$ cat src/cirq_pkg.sv
// Package of register map, field positions and reset values for the interrupt request logic
package cirq_pkg;

  // ==========================================================
  // Register indices and byte addresses
  localparam logic [3:0] IDX_PRI_EN   = 4'h2;
  localparam logic [3:0] IDX_SEC_EN   = 4'h3;
  localparam logic [3:0] IDX_PRI_REQ  = 4'h4;
  localparam logic [3:0] IDX_SEC_REQ  = 4'h5;
  localparam logic [3:0] IDX_STATUS   = 4'h7;
  localparam logic [3:0] IDX_CONTROL  = 4'h8;
  localparam int         ADDR_LSB     = 2;
  localparam int         ADDR_W       = 6;

  // ==========================================================
  // Reset values
  localparam logic [7:0] RST_PRI_EN   = 8'h80;
  localparam logic [7:0] RST_SEC_EN   = 8'h00;
  localparam logic [7:0] RST_PRI_REQ  = 8'h14;
  localparam logic [7:0] RST_SEC_REQ  = 8'h00;
  localparam logic [7:0] RST_CONTROL  = 8'h00;

  // ==========================================================
  // Field positions
  localparam int POS_POLARITY     = 7;
  localparam int POS_INVERT       = 7;
  localparam int POS_SEND_DONE    = 6;
  localparam int POS_RECV_DONE    = 5;
  localparam int POS_CMD_FINISHED = 4;
  localparam int POS_FIFO_HIGH    = 3;
  localparam int POS_FIFO_LOW     = 2;
  localparam int POS_FAULT        = 1;
  localparam int POS_COUNTDOWN    = 0;
  localparam int POS_DRIVE_STYLE  = 7;
  localparam int POS_AUX_EDGE     = 4;
  localparam int POS_MODE_FOUND   = 3;
  localparam int POS_CHECKSUM     = 2;
  localparam int POS_FIELD_APPEAR = 1;
  localparam int POS_FIELD_VANISH = 0;
  localparam int POS_STAT_IRQ     = 4;
  localparam int POS_STAT_MODE    = 5;
  localparam int POS_CTRL_CLEAN   = 0;

  // Writable bits of the secondary enable and the two request registers
  localparam logic [7:0] MASK_SEC_EN  = 8'h9F;
  localparam logic [6:0] MASK_PRI_REQ = 7'h7F;
  localparam logic [6:0] MASK_SEC_REQ = 7'h1F;

  // ==========================================================
  // Command codes of the sequencer
  localparam logic [3:0] CMD_IDLE     = 4'h0;
  localparam logic [3:0] CMD_CHECKSUM = 4'h3;
  localparam logic [3:0] CMD_AUTO_ANTICOLLISION_COMMAND = 4'hD;

  // AXI responses
  localparam logic [1:0] RESP_OKAY    = 2'h0;
  localparam logic [1:0] RESP_SLVERR  = 2'h2;

endpackage

$ cat src/cirq_top.sv
// Interrupt request latches, enables, pin driver and AXI4-Lite register slave
// Notes on behaviour
// - Drive-style bit 1 makes the pin push-pull, 0 makes it open drain.
// - Secondary enable bits 4..0 gate aux, mode, checksum, field-on, field-off.
// - Primary request write: bit 7 high sets marked bits, low clears them.
// - Secondary request write: bit 7 high sets marked bits, low clears them.
// - Send-done flag sets right after the last transmitted bit.
// - Receive-done flag sets at end of a valid incoming stream.
// - With clean-only option, receive-done needs data present in the FIFO.
// - Command-finished flag sets when a command returns to idle by itself.
// - An unknown command returns to idle and sets command-finished.
// - Host writing the idle command does not set command-finished.
// - FIFO high flag latches on rising high status, held until cleared.
// - FIFO low flag latches on rising low status, held until cleared.
// - Fault flag sets while any error register bit is set.
// - Countdown flag sets when the timer reaches zero.
// - Aux flag sets on either edge of the aux serial input.
// - Mode-found flag sets when the mode detector recognises the mode.
// - Mode detector starts on auto anticollision, stops on detect, restarts on RF reset while in auto anticollision.
// - Checksum flag sets when checksum command is active and data processed.
// - Field-appear flag sets when an external field is detected.
// - Field-vanish flag sets when a present external field goes away.
// - Primary request resets to 14h, secondary enable to 00h.
// - Invert bit 1 makes the pin the inverse of the combined status.
// - Primary enable bits 6..0 gate the seven primary requests.
//
// Chosen here: the AXI4-Lite slave port.
module cirq_top
  import cirq_pkg::*;
(
  input  wire logic                aclk,
  input  wire logic                aresetn,
  input  wire logic                clk_en,
  // AXI4-Lite slave
  input  wire logic [ADDR_W-1:0]   s_axi_awaddr,
  input  wire logic [2:0]          s_axi_awprot,
  input  wire logic                s_axi_awvalid,
  output logic                     s_axi_awready,
  input  wire logic [31:0]         s_axi_wdata,
  input  wire logic [3:0]          s_axi_wstrb,
  input  wire logic                s_axi_wvalid,
  output logic                     s_axi_wready,
  output logic [1:0]               s_axi_bresp,
  output logic                     s_axi_bvalid,
  input  wire logic                s_axi_bready,
  input  wire logic [ADDR_W-1:0]   s_axi_araddr,
  input  wire logic [2:0]          s_axi_arprot,
  input  wire logic                s_axi_arvalid,
  output logic                     s_axi_arready,
  output logic [31:0]              s_axi_rdata,
  output logic [1:0]               s_axi_rresp,
  output logic                     s_axi_rvalid,
  input  wire logic                s_axi_rready,
  // Event sources, same clock
  input  wire logic                send_last_bit,
  input  wire logic                receive_stream_end,
  input  wire logic                fifo_has_data,
  input  wire logic [3:0]          command_field,
  input  wire logic                host_idle_write,
  input  wire logic                unknown_command_start,
  input  wire logic                fifo_high_status,
  input  wire logic                fifo_low_status,
  input  wire logic [7:0]          error_bits,
  input  wire logic                countdown_reached_zero,
  input  wire logic                mode_detected,
  input  wire logic                rf_reset,
  input  wire logic                checksum_all_processed,
  input  wire logic                rf_field_present,
  // Asynchronous pin
  input  wire logic                aux_serial_input,
  // Outputs
  output logic                     mode_detector_run,
  output logic                     irq_pin_out,
  output logic                     irq_pin_oe_n
);

  // ==========================================================
  // State
  logic [7:0] pri_en_q;
  logic [7:0] sec_en_q;
  logic [6:0] pri_req_q;
  logic [6:0] pri_req_d;
  logic [4:0] sec_req_q;
  logic [4:0] sec_req_d;
  logic [7:0] control_q;
  logic       aux_sync1_q;
  logic       aux_sync2_q;
  logic       aux_prev_q;
  logic [3:0] cmd_prev_q;
  logic       high_prev_q;
  logic       low_prev_q;
  logic       field_prev_q;
  logic       mode_run_q;
  logic       irq_q;
  logic       pin_out_q;
  logic       pin_oe_n_q;
  logic       awready_q;
  logic       wready_q;
  logic       bvalid_q;
  logic [1:0] bresp_q;
  logic [3:0] aw_idx_q;
  logic [7:0] wdata_q;
  logic       wstrb0_q;
  logic       arready_q;
  logic       rvalid_q;
  logic [1:0] rresp_q;
  logic [7:0] rdata_q;

  // ==========================================================
  // Bus decode
  wire        aw_take    = s_axi_awvalid & awready_q;
  wire        w_take     = s_axi_wvalid & wready_q;
  wire        b_done     = bvalid_q & s_axi_bready;
  wire        ar_take    = s_axi_arvalid & arready_q;
  wire        r_done     = rvalid_q & s_axi_rready;
  wire        write_fire = ~awready_q & ~wready_q & ~bvalid_q;
  wire [3:0]  ar_idx     = s_axi_araddr[ADDR_LSB +: 4];

  wire        wr_mapped  = (aw_idx_q == IDX_PRI_EN)  | (aw_idx_q == IDX_SEC_EN) |
                           (aw_idx_q == IDX_PRI_REQ) | (aw_idx_q == IDX_SEC_REQ) |
                           (aw_idx_q == IDX_STATUS)  | (aw_idx_q == IDX_CONTROL);
  // Byte lane 0 carries every register; other lanes are ignored
  wire        wr_ok      = write_fire & wstrb0_q;
  wire        wr_pri_en  = wr_ok & (aw_idx_q == IDX_PRI_EN);
  wire        wr_sec_en  = wr_ok & (aw_idx_q == IDX_SEC_EN);
  wire        wr_pri_req = wr_ok & (aw_idx_q == IDX_PRI_REQ);
  wire        wr_sec_req = wr_ok & (aw_idx_q == IDX_SEC_REQ);
  wire        wr_control = wr_ok & (aw_idx_q == IDX_CONTROL);

  // ==========================================================
  // Event detection
  // Only the second synchroniser stage feeds the edge detector
  wire        aux_edge    = aux_sync2_q ^ aux_prev_q;
  wire        clean_only  = control_q[POS_CTRL_CLEAN];
  wire        recv_set    = receive_stream_end & (~clean_only | fifo_has_data);
  // Host-written idle is not a self-termination
  wire        cmd_to_idle = (cmd_prev_q != CMD_IDLE) & (command_field == CMD_IDLE) &
                            ~host_idle_write;
  wire        finish_set  = cmd_to_idle | unknown_command_start;
  wire        high_set    = fifo_high_status & ~high_prev_q;
  wire        low_set     = fifo_low_status & ~low_prev_q;
  wire        fault_set   = |error_bits;
  wire        mode_set    = mode_run_q & mode_detected;
  wire        crc_set     = (command_field == CMD_CHECKSUM) & checksum_all_processed;
  wire        appear_set  = rf_field_present & ~field_prev_q;
  wire        vanish_set  = ~rf_field_present & field_prev_q;
  // Entry into anticollision arms the detector once, not on every cycle spent in it
  wire        auto_anticollision_command_go = (command_field == CMD_AUTO_ANTICOLLISION_COMMAND) & (cmd_prev_q != CMD_AUTO_ANTICOLLISION_COMMAND);

  wire [6:0]  pri_hw_set;
  wire [4:0]  sec_hw_set;
  assign pri_hw_set[POS_SEND_DONE]    = send_last_bit;
  assign pri_hw_set[POS_RECV_DONE]    = recv_set;
  assign pri_hw_set[POS_CMD_FINISHED] = finish_set;
  assign pri_hw_set[POS_FIFO_HIGH]    = high_set;
  assign pri_hw_set[POS_FIFO_LOW]     = low_set;
  assign pri_hw_set[POS_FAULT]        = fault_set;
  assign pri_hw_set[POS_COUNTDOWN]    = countdown_reached_zero;
  assign sec_hw_set[POS_AUX_EDGE]     = aux_edge;
  assign sec_hw_set[POS_MODE_FOUND]   = mode_set;
  assign sec_hw_set[POS_CHECKSUM]     = crc_set;
  assign sec_hw_set[POS_FIELD_APPEAR] = appear_set;
  assign sec_hw_set[POS_FIELD_VANISH] = vanish_set;

  // ==========================================================
  // Write-mask update; a hardware set wins over a software clear
  wire        pri_pol   = wdata_q[POS_POLARITY];
  // Secondary writes carry their own polarity bit in the same lane position
  wire        sec_pol   = wdata_q[POS_POLARITY];
  wire [6:0]  pri_mark  = wdata_q[6:0] & MASK_PRI_REQ;
  wire [4:0]  sec_mark  = wdata_q[4:0] & MASK_SEC_REQ[4:0];
  wire [6:0]  pri_sw    = pri_pol ? (pri_req_q | pri_mark) : (pri_req_q & ~pri_mark);
  wire [4:0]  sec_sw    = sec_pol ? (sec_req_q | sec_mark) : (sec_req_q & ~sec_mark);

  assign pri_req_d = (wr_pri_req ? pri_sw : pri_req_q) | pri_hw_set;
  assign sec_req_d = (wr_sec_req ? sec_sw : sec_req_q) | sec_hw_set;

  // ==========================================================
  // Combined status and pin level
  wire        pri_any   = |(pri_req_q & pri_en_q[6:0]);
  wire        sec_any   = |(sec_req_q & sec_en_q[4:0]);
  wire        irq_d     = pri_any | sec_any;
  wire        pin_level = irq_q ^ pri_en_q[POS_INVERT];
  wire        push_pull = sec_en_q[POS_DRIVE_STYLE];
  // Open drain only pulls low; a high level releases the pin
  wire        pin_out_d  = push_pull ? pin_level : 1'b0;
  wire        pin_oe_n_d = push_pull ? 1'b0 : pin_level;

  // ==========================================================
  // Read mux
  // Read-only view; a write to it answers OKAY and changes nothing
  logic [7:0] status_rd;
  always_comb
  begin
    status_rd                = 8'h00;
    status_rd[POS_STAT_IRQ]  = irq_q;
    status_rd[POS_STAT_MODE] = mode_run_q;
  end
  logic [7:0] rd_val;
  logic       rd_hit;
  always_comb
  begin
    rd_val = 8'h00;
    rd_hit = 1'b1;
    case (ar_idx)
      IDX_PRI_EN:  rd_val = pri_en_q;
      IDX_SEC_EN:  rd_val = sec_en_q;
      IDX_PRI_REQ: rd_val = {1'b0, pri_req_q};
      IDX_SEC_REQ: rd_val = {3'h0, sec_req_q};
      IDX_STATUS:  rd_val = status_rd;
      IDX_CONTROL: rd_val = control_q;
      default:     rd_hit = 1'b0;
    endcase
  end

  // ==========================================================
  // Registers and request latches
  always_ff @(posedge aclk)
  begin
    if (!aresetn)
    begin
      pri_en_q  <= RST_PRI_EN;
      sec_en_q  <= RST_SEC_EN;
      pri_req_q <= RST_PRI_REQ[6:0];
      sec_req_q <= RST_SEC_REQ[4:0];
      control_q <= RST_CONTROL;
    end
    else if (clk_en)
    begin
      if (wr_pri_en)
        pri_en_q <= wdata_q;
      if (wr_sec_en)
        sec_en_q <= wdata_q & MASK_SEC_EN;
      if (wr_control)
        control_q <= {7'h00, wdata_q[POS_CTRL_CLEAN]};
      pri_req_q <= pri_req_d;
      sec_req_q <= sec_req_d;
    end
  end

  // Edge history, aux synchroniser, mode detector
  always_ff @(posedge aclk)
  begin
    if (!aresetn)
    begin
      aux_sync1_q  <= 1'b0;
      aux_sync2_q  <= 1'b0;
      aux_prev_q   <= 1'b0;
      cmd_prev_q   <= CMD_IDLE;
      high_prev_q  <= 1'b0;
      low_prev_q   <= 1'b0;
      field_prev_q <= 1'b0;
      mode_run_q   <= 1'b0;
    end
    else if (clk_en)
    begin
      aux_sync1_q  <= aux_serial_input;
      aux_sync2_q  <= aux_sync1_q;
      aux_prev_q   <= aux_sync2_q;
      cmd_prev_q   <= command_field;
      high_prev_q  <= fifo_high_status;
      low_prev_q   <= fifo_low_status;
      field_prev_q <= rf_field_present;
      if (mode_set)
        mode_run_q <= 1'b0;
      else if (auto_anticollision_command_go | (rf_reset & (command_field == CMD_AUTO_ANTICOLLISION_COMMAND)))
        mode_run_q <= 1'b1;
    end
  end

  // Pin driver; irq goes through two flops (irq_q, then the pin flop) so the pin is glitch free
  always_ff @(posedge aclk)
  begin
    if (!aresetn)
    begin
      irq_q      <= 1'b0;
      pin_out_q  <= 1'b0;
      pin_oe_n_q <= 1'b1;
    end
    else if (clk_en)
    begin
      irq_q      <= irq_d;
      pin_out_q  <= pin_out_d;
      pin_oe_n_q <= pin_oe_n_d;
    end
  end

  // ==========================================================
  // AXI4-Lite write channel: one write in flight
  always_ff @(posedge aclk)
  begin
    if (!aresetn)
    begin
      awready_q <= 1'b1;
      wready_q  <= 1'b1;
      bvalid_q  <= 1'b0;
      bresp_q   <= RESP_OKAY;
      aw_idx_q  <= 4'h0;
      wdata_q   <= 8'h00;
      wstrb0_q  <= 1'b0;
    end
    else if (clk_en)
    begin
      if (aw_take)
      begin
        awready_q <= 1'b0;
        aw_idx_q  <= s_axi_awaddr[ADDR_LSB +: 4];
      end
      if (w_take)
      begin
        wready_q <= 1'b0;
        wdata_q  <= s_axi_wdata[7:0];
        wstrb0_q <= s_axi_wstrb[0];
      end
      // Both halves are held, so register update and response share one edge
      if (write_fire)
      begin
        bvalid_q <= 1'b1;
        bresp_q  <= wr_mapped ? RESP_OKAY : RESP_SLVERR;
      end
      if (b_done)
      begin
        bvalid_q  <= 1'b0;
        awready_q <= 1'b1;
        wready_q  <= 1'b1;
      end
    end
  end

  // AXI4-Lite read channel: one read in flight
  always_ff @(posedge aclk)
  begin
    if (!aresetn)
    begin
      arready_q <= 1'b1;
      rvalid_q  <= 1'b0;
      rresp_q   <= RESP_OKAY;
      rdata_q   <= 8'h00;
    end
    else if (clk_en)
    begin
      // Data is captured at the address handshake, so a later event cannot tear it
      if (ar_take)
      begin
        arready_q <= 1'b0;
        rvalid_q  <= 1'b1;
        rdata_q   <= rd_val;
        rresp_q   <= rd_hit ? RESP_OKAY : RESP_SLVERR;
      end
      else if (r_done)
      begin
        rvalid_q  <= 1'b0;
        arready_q <= 1'b1;
      end
    end
  end

  // ==========================================================
  // Outputs
  assign s_axi_awready     = awready_q;
  assign s_axi_wready      = wready_q;
  assign s_axi_bvalid      = bvalid_q;
  assign s_axi_bresp       = bresp_q;
  assign s_axi_arready     = arready_q;
  assign s_axi_rvalid      = rvalid_q;
  assign s_axi_rresp       = rresp_q;
  assign s_axi_rdata       = {24'h000000, rdata_q};
  assign mode_detector_run = mode_run_q;
  assign irq_pin_out       = pin_out_q;
  assign irq_pin_oe_n      = pin_oe_n_q;

endmodule // cirq_top

$ cat config.mk
export PLATFORM = sky130hd
export DESIGN_NAME = cirq_top
export DESIGN_NICKNAME = d
export VERILOG_FILES = /design/src/cirq_pkg.sv /design/src/cirq_top.sv
export SDC_FILE = /design/constraint.sdc
export NUM_CORES = 1
export LEC_CHECK = 0
export BUFFER_PORTS_ARGS = -buffer_cell sky130_fd_sc_hd__buf_2
export CORE_MARGIN = 1.5
export CORE_UTILIZATION = 40
export DETAILED_ROUTE_END_ITERATION = 12
export PLACE_DENSITY_LB_ADDON = 0.12
export SLEW_MARGIN = 30
export SYNTH_ARGS = -nofsm -noshare
export SYNTH_HDL_FRONTEND = slang
export SYNTH_SLANG_ARGS = --single-unit
$ cat constraint.sdc
create_clock -name aclk -period 1.7 [get_ports aclk]
set_input_delay 0.34 -clock aclk [delete_from_list [all_inputs] [get_ports aclk]]
set_output_delay 0.34 -clock aclk [all_outputs]
set_load 0.05 [all_outputs]
# Word-level counts from Yosys, hierarchy flattened
# Index checks and enable logic that the tools add are counted.
# totals
reg_bits	71
output_inout_bits	44
# classes
n_eq_ne	15
mux	22
bitwise_logic	54
n_reduce_logical	23
# ops
operator	n
$pmux W8 S6	1
$and A1 B1 Y1	24
$eq A4 B3 Y1 const B	6
$reduce_and A2 Y1	12
$eq A4 B2 Y1 const B	5
$mux W1	15
$and A7 B7 Y7	2
$mux W7	2
$or A7 B7 Y7	2
$eq A4 B4 Y1 const B	3
$and A5 B5 Y5	2
$mux W5	2
$or A5 B5 Y5	2
$reduce_bool A2 Y1	5
$not A1 Y1	9
$or A1 B1 Y1	9
$reduce_or A8 Y1	1
$not A7 Y7	1
$reduce_or A7 Y1	1
$reduce_or A6 Y1	1
$not A5 Y5	1
$reduce_or A5 Y1	1
$logic_not A4 Y1	1
$mux W2	2
3 further kinds	4

# Longest topological paths before layout
# logic_depth
depth_word	7
mapped_depth	6

# Least setup slack after synthesis
# OpenSTA, ideal clock, no wires.
# synth_path
path_kind	reg2reg
from	reg bvalid_q (netlist: s_axi_bvalid)
to	reg pri_en_q[7]
setup_time_ns	0.128
arrival_time_ns	1.617
setup_slack_ns	-0.045
stages_incl_launch_ff	5
period_less_slack_ns	1.745
cell_sequence	dfxtp_1 nor4b_4 nand4_2 mux2i_1 nand2_1
# synth_between
elab_chain_cells	5
# synth_lines
item	line	text
start, declared	cirq_top.sv:99	logic bvalid_q;
start signal, assigned	cirq_top.sv:296	bvalid_q <= 1'b0;
start signal, assigned	cirq_top.sv:318	bvalid_q <= 1'b1;
start signal, assigned	cirq_top.sv:323	bvalid_q <= 1'b0;
$not A1 Y1	cirq_top.sv:116	wire write_fire = ~awready_q & ~wready_q & ~bvalid_q;
$and A1 B1 Y1	cirq_top.sv:116	
$and A1 B1 Y1	cirq_top.sv:123	wire wr_ok = write_fire & wstrb0_q;
$and A1 B1 Y1	cirq_top.sv:124	wire wr_pri_en = wr_ok & (aw_idx_q == IDX_PRI_EN);
$reduce_and A2 Y1 (no line)	-	
end signal, assigned	cirq_top.sv:231	pri_en_q <= wdata_q;
end, declared	cirq_top.sv:79	logic [7:0] pri_en_q;
# Every way passes these cells.
# A chain may end at the register's enable or synchronous reset.

# Worst setup path after layout
# layout_path
from	reg awready_q (netlist: s_axi_awready)
to	reg sec_req_q[3]
# layout_between
elab_chain_cells	7
# layout_lines
item	line	text
start, declared	cirq_top.sv:97	logic awready_q;
start signal, assigned	cirq_top.sv:294	awready_q <= 1'b1;
start signal, assigned	cirq_top.sv:306	awready_q <= 1'b0;
start signal, assigned	cirq_top.sv:324	awready_q <= 1'b1;
$not A1 Y1	cirq_top.sv:116	
$and A1 B1 Y1 (2 in series)	cirq_top.sv:116	
$and A1 B1 Y1	cirq_top.sv:123	
$and A1 B1 Y1	cirq_top.sv:127	wire wr_sec_req = wr_ok & (aw_idx_q == IDX_SEC_REQ);
$mux W5	cirq_top.sv:176	assign sec_req_d = (wr_sec_req ? sec_sw : sec_req_q) | sec_hw_set;
$or A5 B5 Y5	cirq_top.sv:176	
end signal, assigned	cirq_top.sv:225	sec_req_q <= RST_SEC_REQ[4:0];
end signal, assigned	cirq_top.sv:237	sec_req_q <= sec_req_d;
end, declared	cirq_top.sv:83	logic [4:0] sec_req_q;
# Every way passes these cells.

==> impl_metrics.yaml <==
clocking:
  clockBufferDepth: 2
  cts_buffers: 9
  cts_tree: "yes"
  clk_latency_ps: 360
  cts-root-buf: "clkbuf_8"
  path_clk_slew_ps: 80
  cts.sinks: 69
  h-tree-depth: 3
  ctsHoldBuffers: 0
synth:
  ys_ff_latch: 69
  synth_area_per_cell_um2: 9.14
  netlist_instances: 379
  synth.cell_area_um2: 3460
  ys_warn_count: 0
  synth_top_family_by_area: "simple AND/OR/NAND/NOR gates"
  yosys.area_share.simple_pct: 24.2
  synthTopCellsByArea: "dfxtp_1, mux2i_1, nor2b_1, buf_4, a21boi_0"
  synth_compound_area_share_pct: 16.3
  synth_adder_area_share_pct: 0
  synth_seq_area_share_pct: 39.9
  synthXorXnorAreaFrac_pct: 0.506
  synthDistinctLibCells: 47
  synth_top_area_share_pct: 39.9
  synthMuxAreaShare_pct: 10.8
  yosys.area.top_type: "dfxtp_1"
setup_path:
  critPathMaxFanout: 10
  cp-start-kind: "flop"
  critPathRequiredTime_ps: 1980
  critPathKind: "reg -> reg"
  r2r-start: "s_axi_awready"
  endpoint_kind: "flop"
  worstPathArrival_ps: 1860
  critPathLaunch: "s_axi_awready"
placed_design:
  dp_worst_setup_slack_ps: 118
  hpwl_um: 6000
  place_inst: 545
  port-buffer-count: 67
  gp_congestion: 0.822
power_and_ir_drop:
  p_int_mw: 2.96
  power_density_nw_per_um2: 960
  seq_power_share_pct: 43.3
  p_comb_share_pct: 12.3
  switching_power_mw: 1.03
  power.leakage_nw: 1.84
  pwr-share-clk_pct: 44.3
  power_mw: 3.99
  peakVddDrop_mv: 0.408
  p_sw_share_pct: 25.9
hold_path:
  hp-class: "in -> reg"
  min_from: "s_axi_awaddr[5]"
cells_and_area:
  n_antenna_cell: 0
  area_growth_pct: 19.9
  layout-drive-gt1-share_pct: 24.1
  final_cells: 561
  nNetsFinal: 538
  layout_common_cells: "dfxtp_1, buf_2, nand2_1"
  post-route-util_pct: 50.0
drt:
  drc: 0
  routed_wirelength_um: 8080
  drt_iter0_drc: 121
  drtPass1Iterations: 4
  vias_per_cell: 5.15
  ant_nets: 0
  drt-wirelength-per-cell_um: 14.4
  num_vias: 2888
sta:
  maxSlewViolCount: 0
  tightest_slew_ps: 521
  setup_viol: 0
  skew_ps: 8.90
  final_hold_viol_count: 0
  setup_slack_ps: 121
  clock.fmax_mhz: 633
  rsz0062_at_grt: "yes"
  relSlewSlack_pct: 65.2
  fin_crit_ps: 1580
  min_period_over_period_pct: 92.9
die:
  fp.dieW_um: 96.1
  ios: 131
  die_y_um: 96.1
  start_util_pct: 41.7
  die_area_um2: 9230
  rows: 33
  design.core.area_um2: 8300
grt:
  antenna_found_initial: 0
  overflow: 0
  grt_pass1_wl_um: 13300
  grt_start_max_net_pins: 48
  grt_usage_pct: 19.0
  grt_pass1_vias: 2653
flow_run:
  max-cap-violations: 0
outcome:
  status: "completed"
==> synth_stat cells, drive strengths merged <==
cell / count
o211ai: 1
and2: 3
or4: 1
a222oi: 1
nor4b: 5
o31ai: 4
and3: 5
inv: 2
mux2i: 34
nor3: 4
a21oi: 10
a31oi: 1
and4: 2
o21ai: 10
nand3b: 4
dfxtp: 69
conb: 1
and4bb: 1
xor2: 2
nor2: 6
a21o: 2
nor2b: 36
nand3: 11
nand2: 41
nand4: 12
or4b: 1
a32o: 8
buf: 33
nor4: 6
o31a: 2
o41ai: 1
and3b: 1
mux2: 3
nand2b: 3
o211a: 1
a41o: 2
clkbuf: 14
a22oi: 9
a21boi: 24
nor3b: 2
o221a: 1
==> area by class of cell <==
| cell class | instances | area, um^2 |
|---|---|---|
| Fill cell | 789 | 4150 |
| Multi-Input combinational cell | 286 | 1900 |
| Sequential cell | 69 | 1380 |
| Timing Repair Buffer | 83 | 468 |
| Clock inverter | 6 | 135 |
| Tap cell | 105 | 131 |
| Clock buffer | 10 | 128 |
| Inverter | 2 | 7.51 |
==> cells by family (layout without fill, tap and decap cells) <==
family                 Yosys count  count (layout)
buffers and inverters           49             101
flip-flops                      69              69
AO/OA/AOI/OAI                   77              77
AND/OR/NAND/NOR                144             144
XOR/XNOR                         2               2
other                            1              26
multiplexers                    37              37
==> power by group through the flow <==
stage | Clock (mW) | Combinational (mW) | Sequential [mW]
after floorplan | 0 | 0.365 | 1.79
after global placement | 0 | 0.488 | 1.77
after detailed placement | 0 | 0.493 | 1.77
after CTS | 1.80 | 0.494 | 1.73
after global routing | 1.87 | 0.539 | 1.74
final | 1.77 | 0.492 | 1.73
==> final timing paths <==
kind | depth (start not counted) | slack, ps | end
setup / recovery | 5 | 120 | sec_req_q[3]
hold / removal | 3 | 230 | aw_idx_q[3]
setup reg to reg | 5 | 120 | sec_req_q[3]
hold reg to reg | 2 | 460 | rdata_q[4]
==> critical path, stage by stage, from the launching register on <==
cell and delay (ps):
dfxtp_2 350, nor4b_4 450, buf_4 240, nand4_1 140
mux2i_1 140, a21boi_0 170
==> metrics by stage <==
stage | TNS [ps] | hold WS (ps) | instance area [um^2]
3_5_place_dp | 0 | 453 | 3880
6_report | 0 | 233 | 4150
5_1_grt | -32.8 | 235 | 4150
3_3_place_gp | 0 | 447 | 3880
4_1_cts | 0 | 224 | 4140
2_1_floorplan | 0 | 444 | 3560
==> layer usage <==
metal | GRT usage (%) | wire [um] | part of all wire [%]
met3 | 5.37 | 396 | 4.9
met2 | 30.8 | 3750 | 46
met5 | 0 | 0 | 0
met1 | 25.0 | 3840 | 47
met4 | 4.78 | 101 | 1.3
==> flip-flops by register name, summed over array words and instances (netlist names), 4 cells and up <==
register	count
pri_en_q	8
rdata_q	8
wdata_q	8
pri_req_q	7
sec_en_q	6
sec_req_q	5
aw_idx_q	4
cmd_prev_q	4
==> timing repair <==
item	4_1_cts	5_1_grt
setup buffers	0	0
resized for setup	0	1
setup endpoints to repair	0	6
Power figures use the tool's default switching activity.
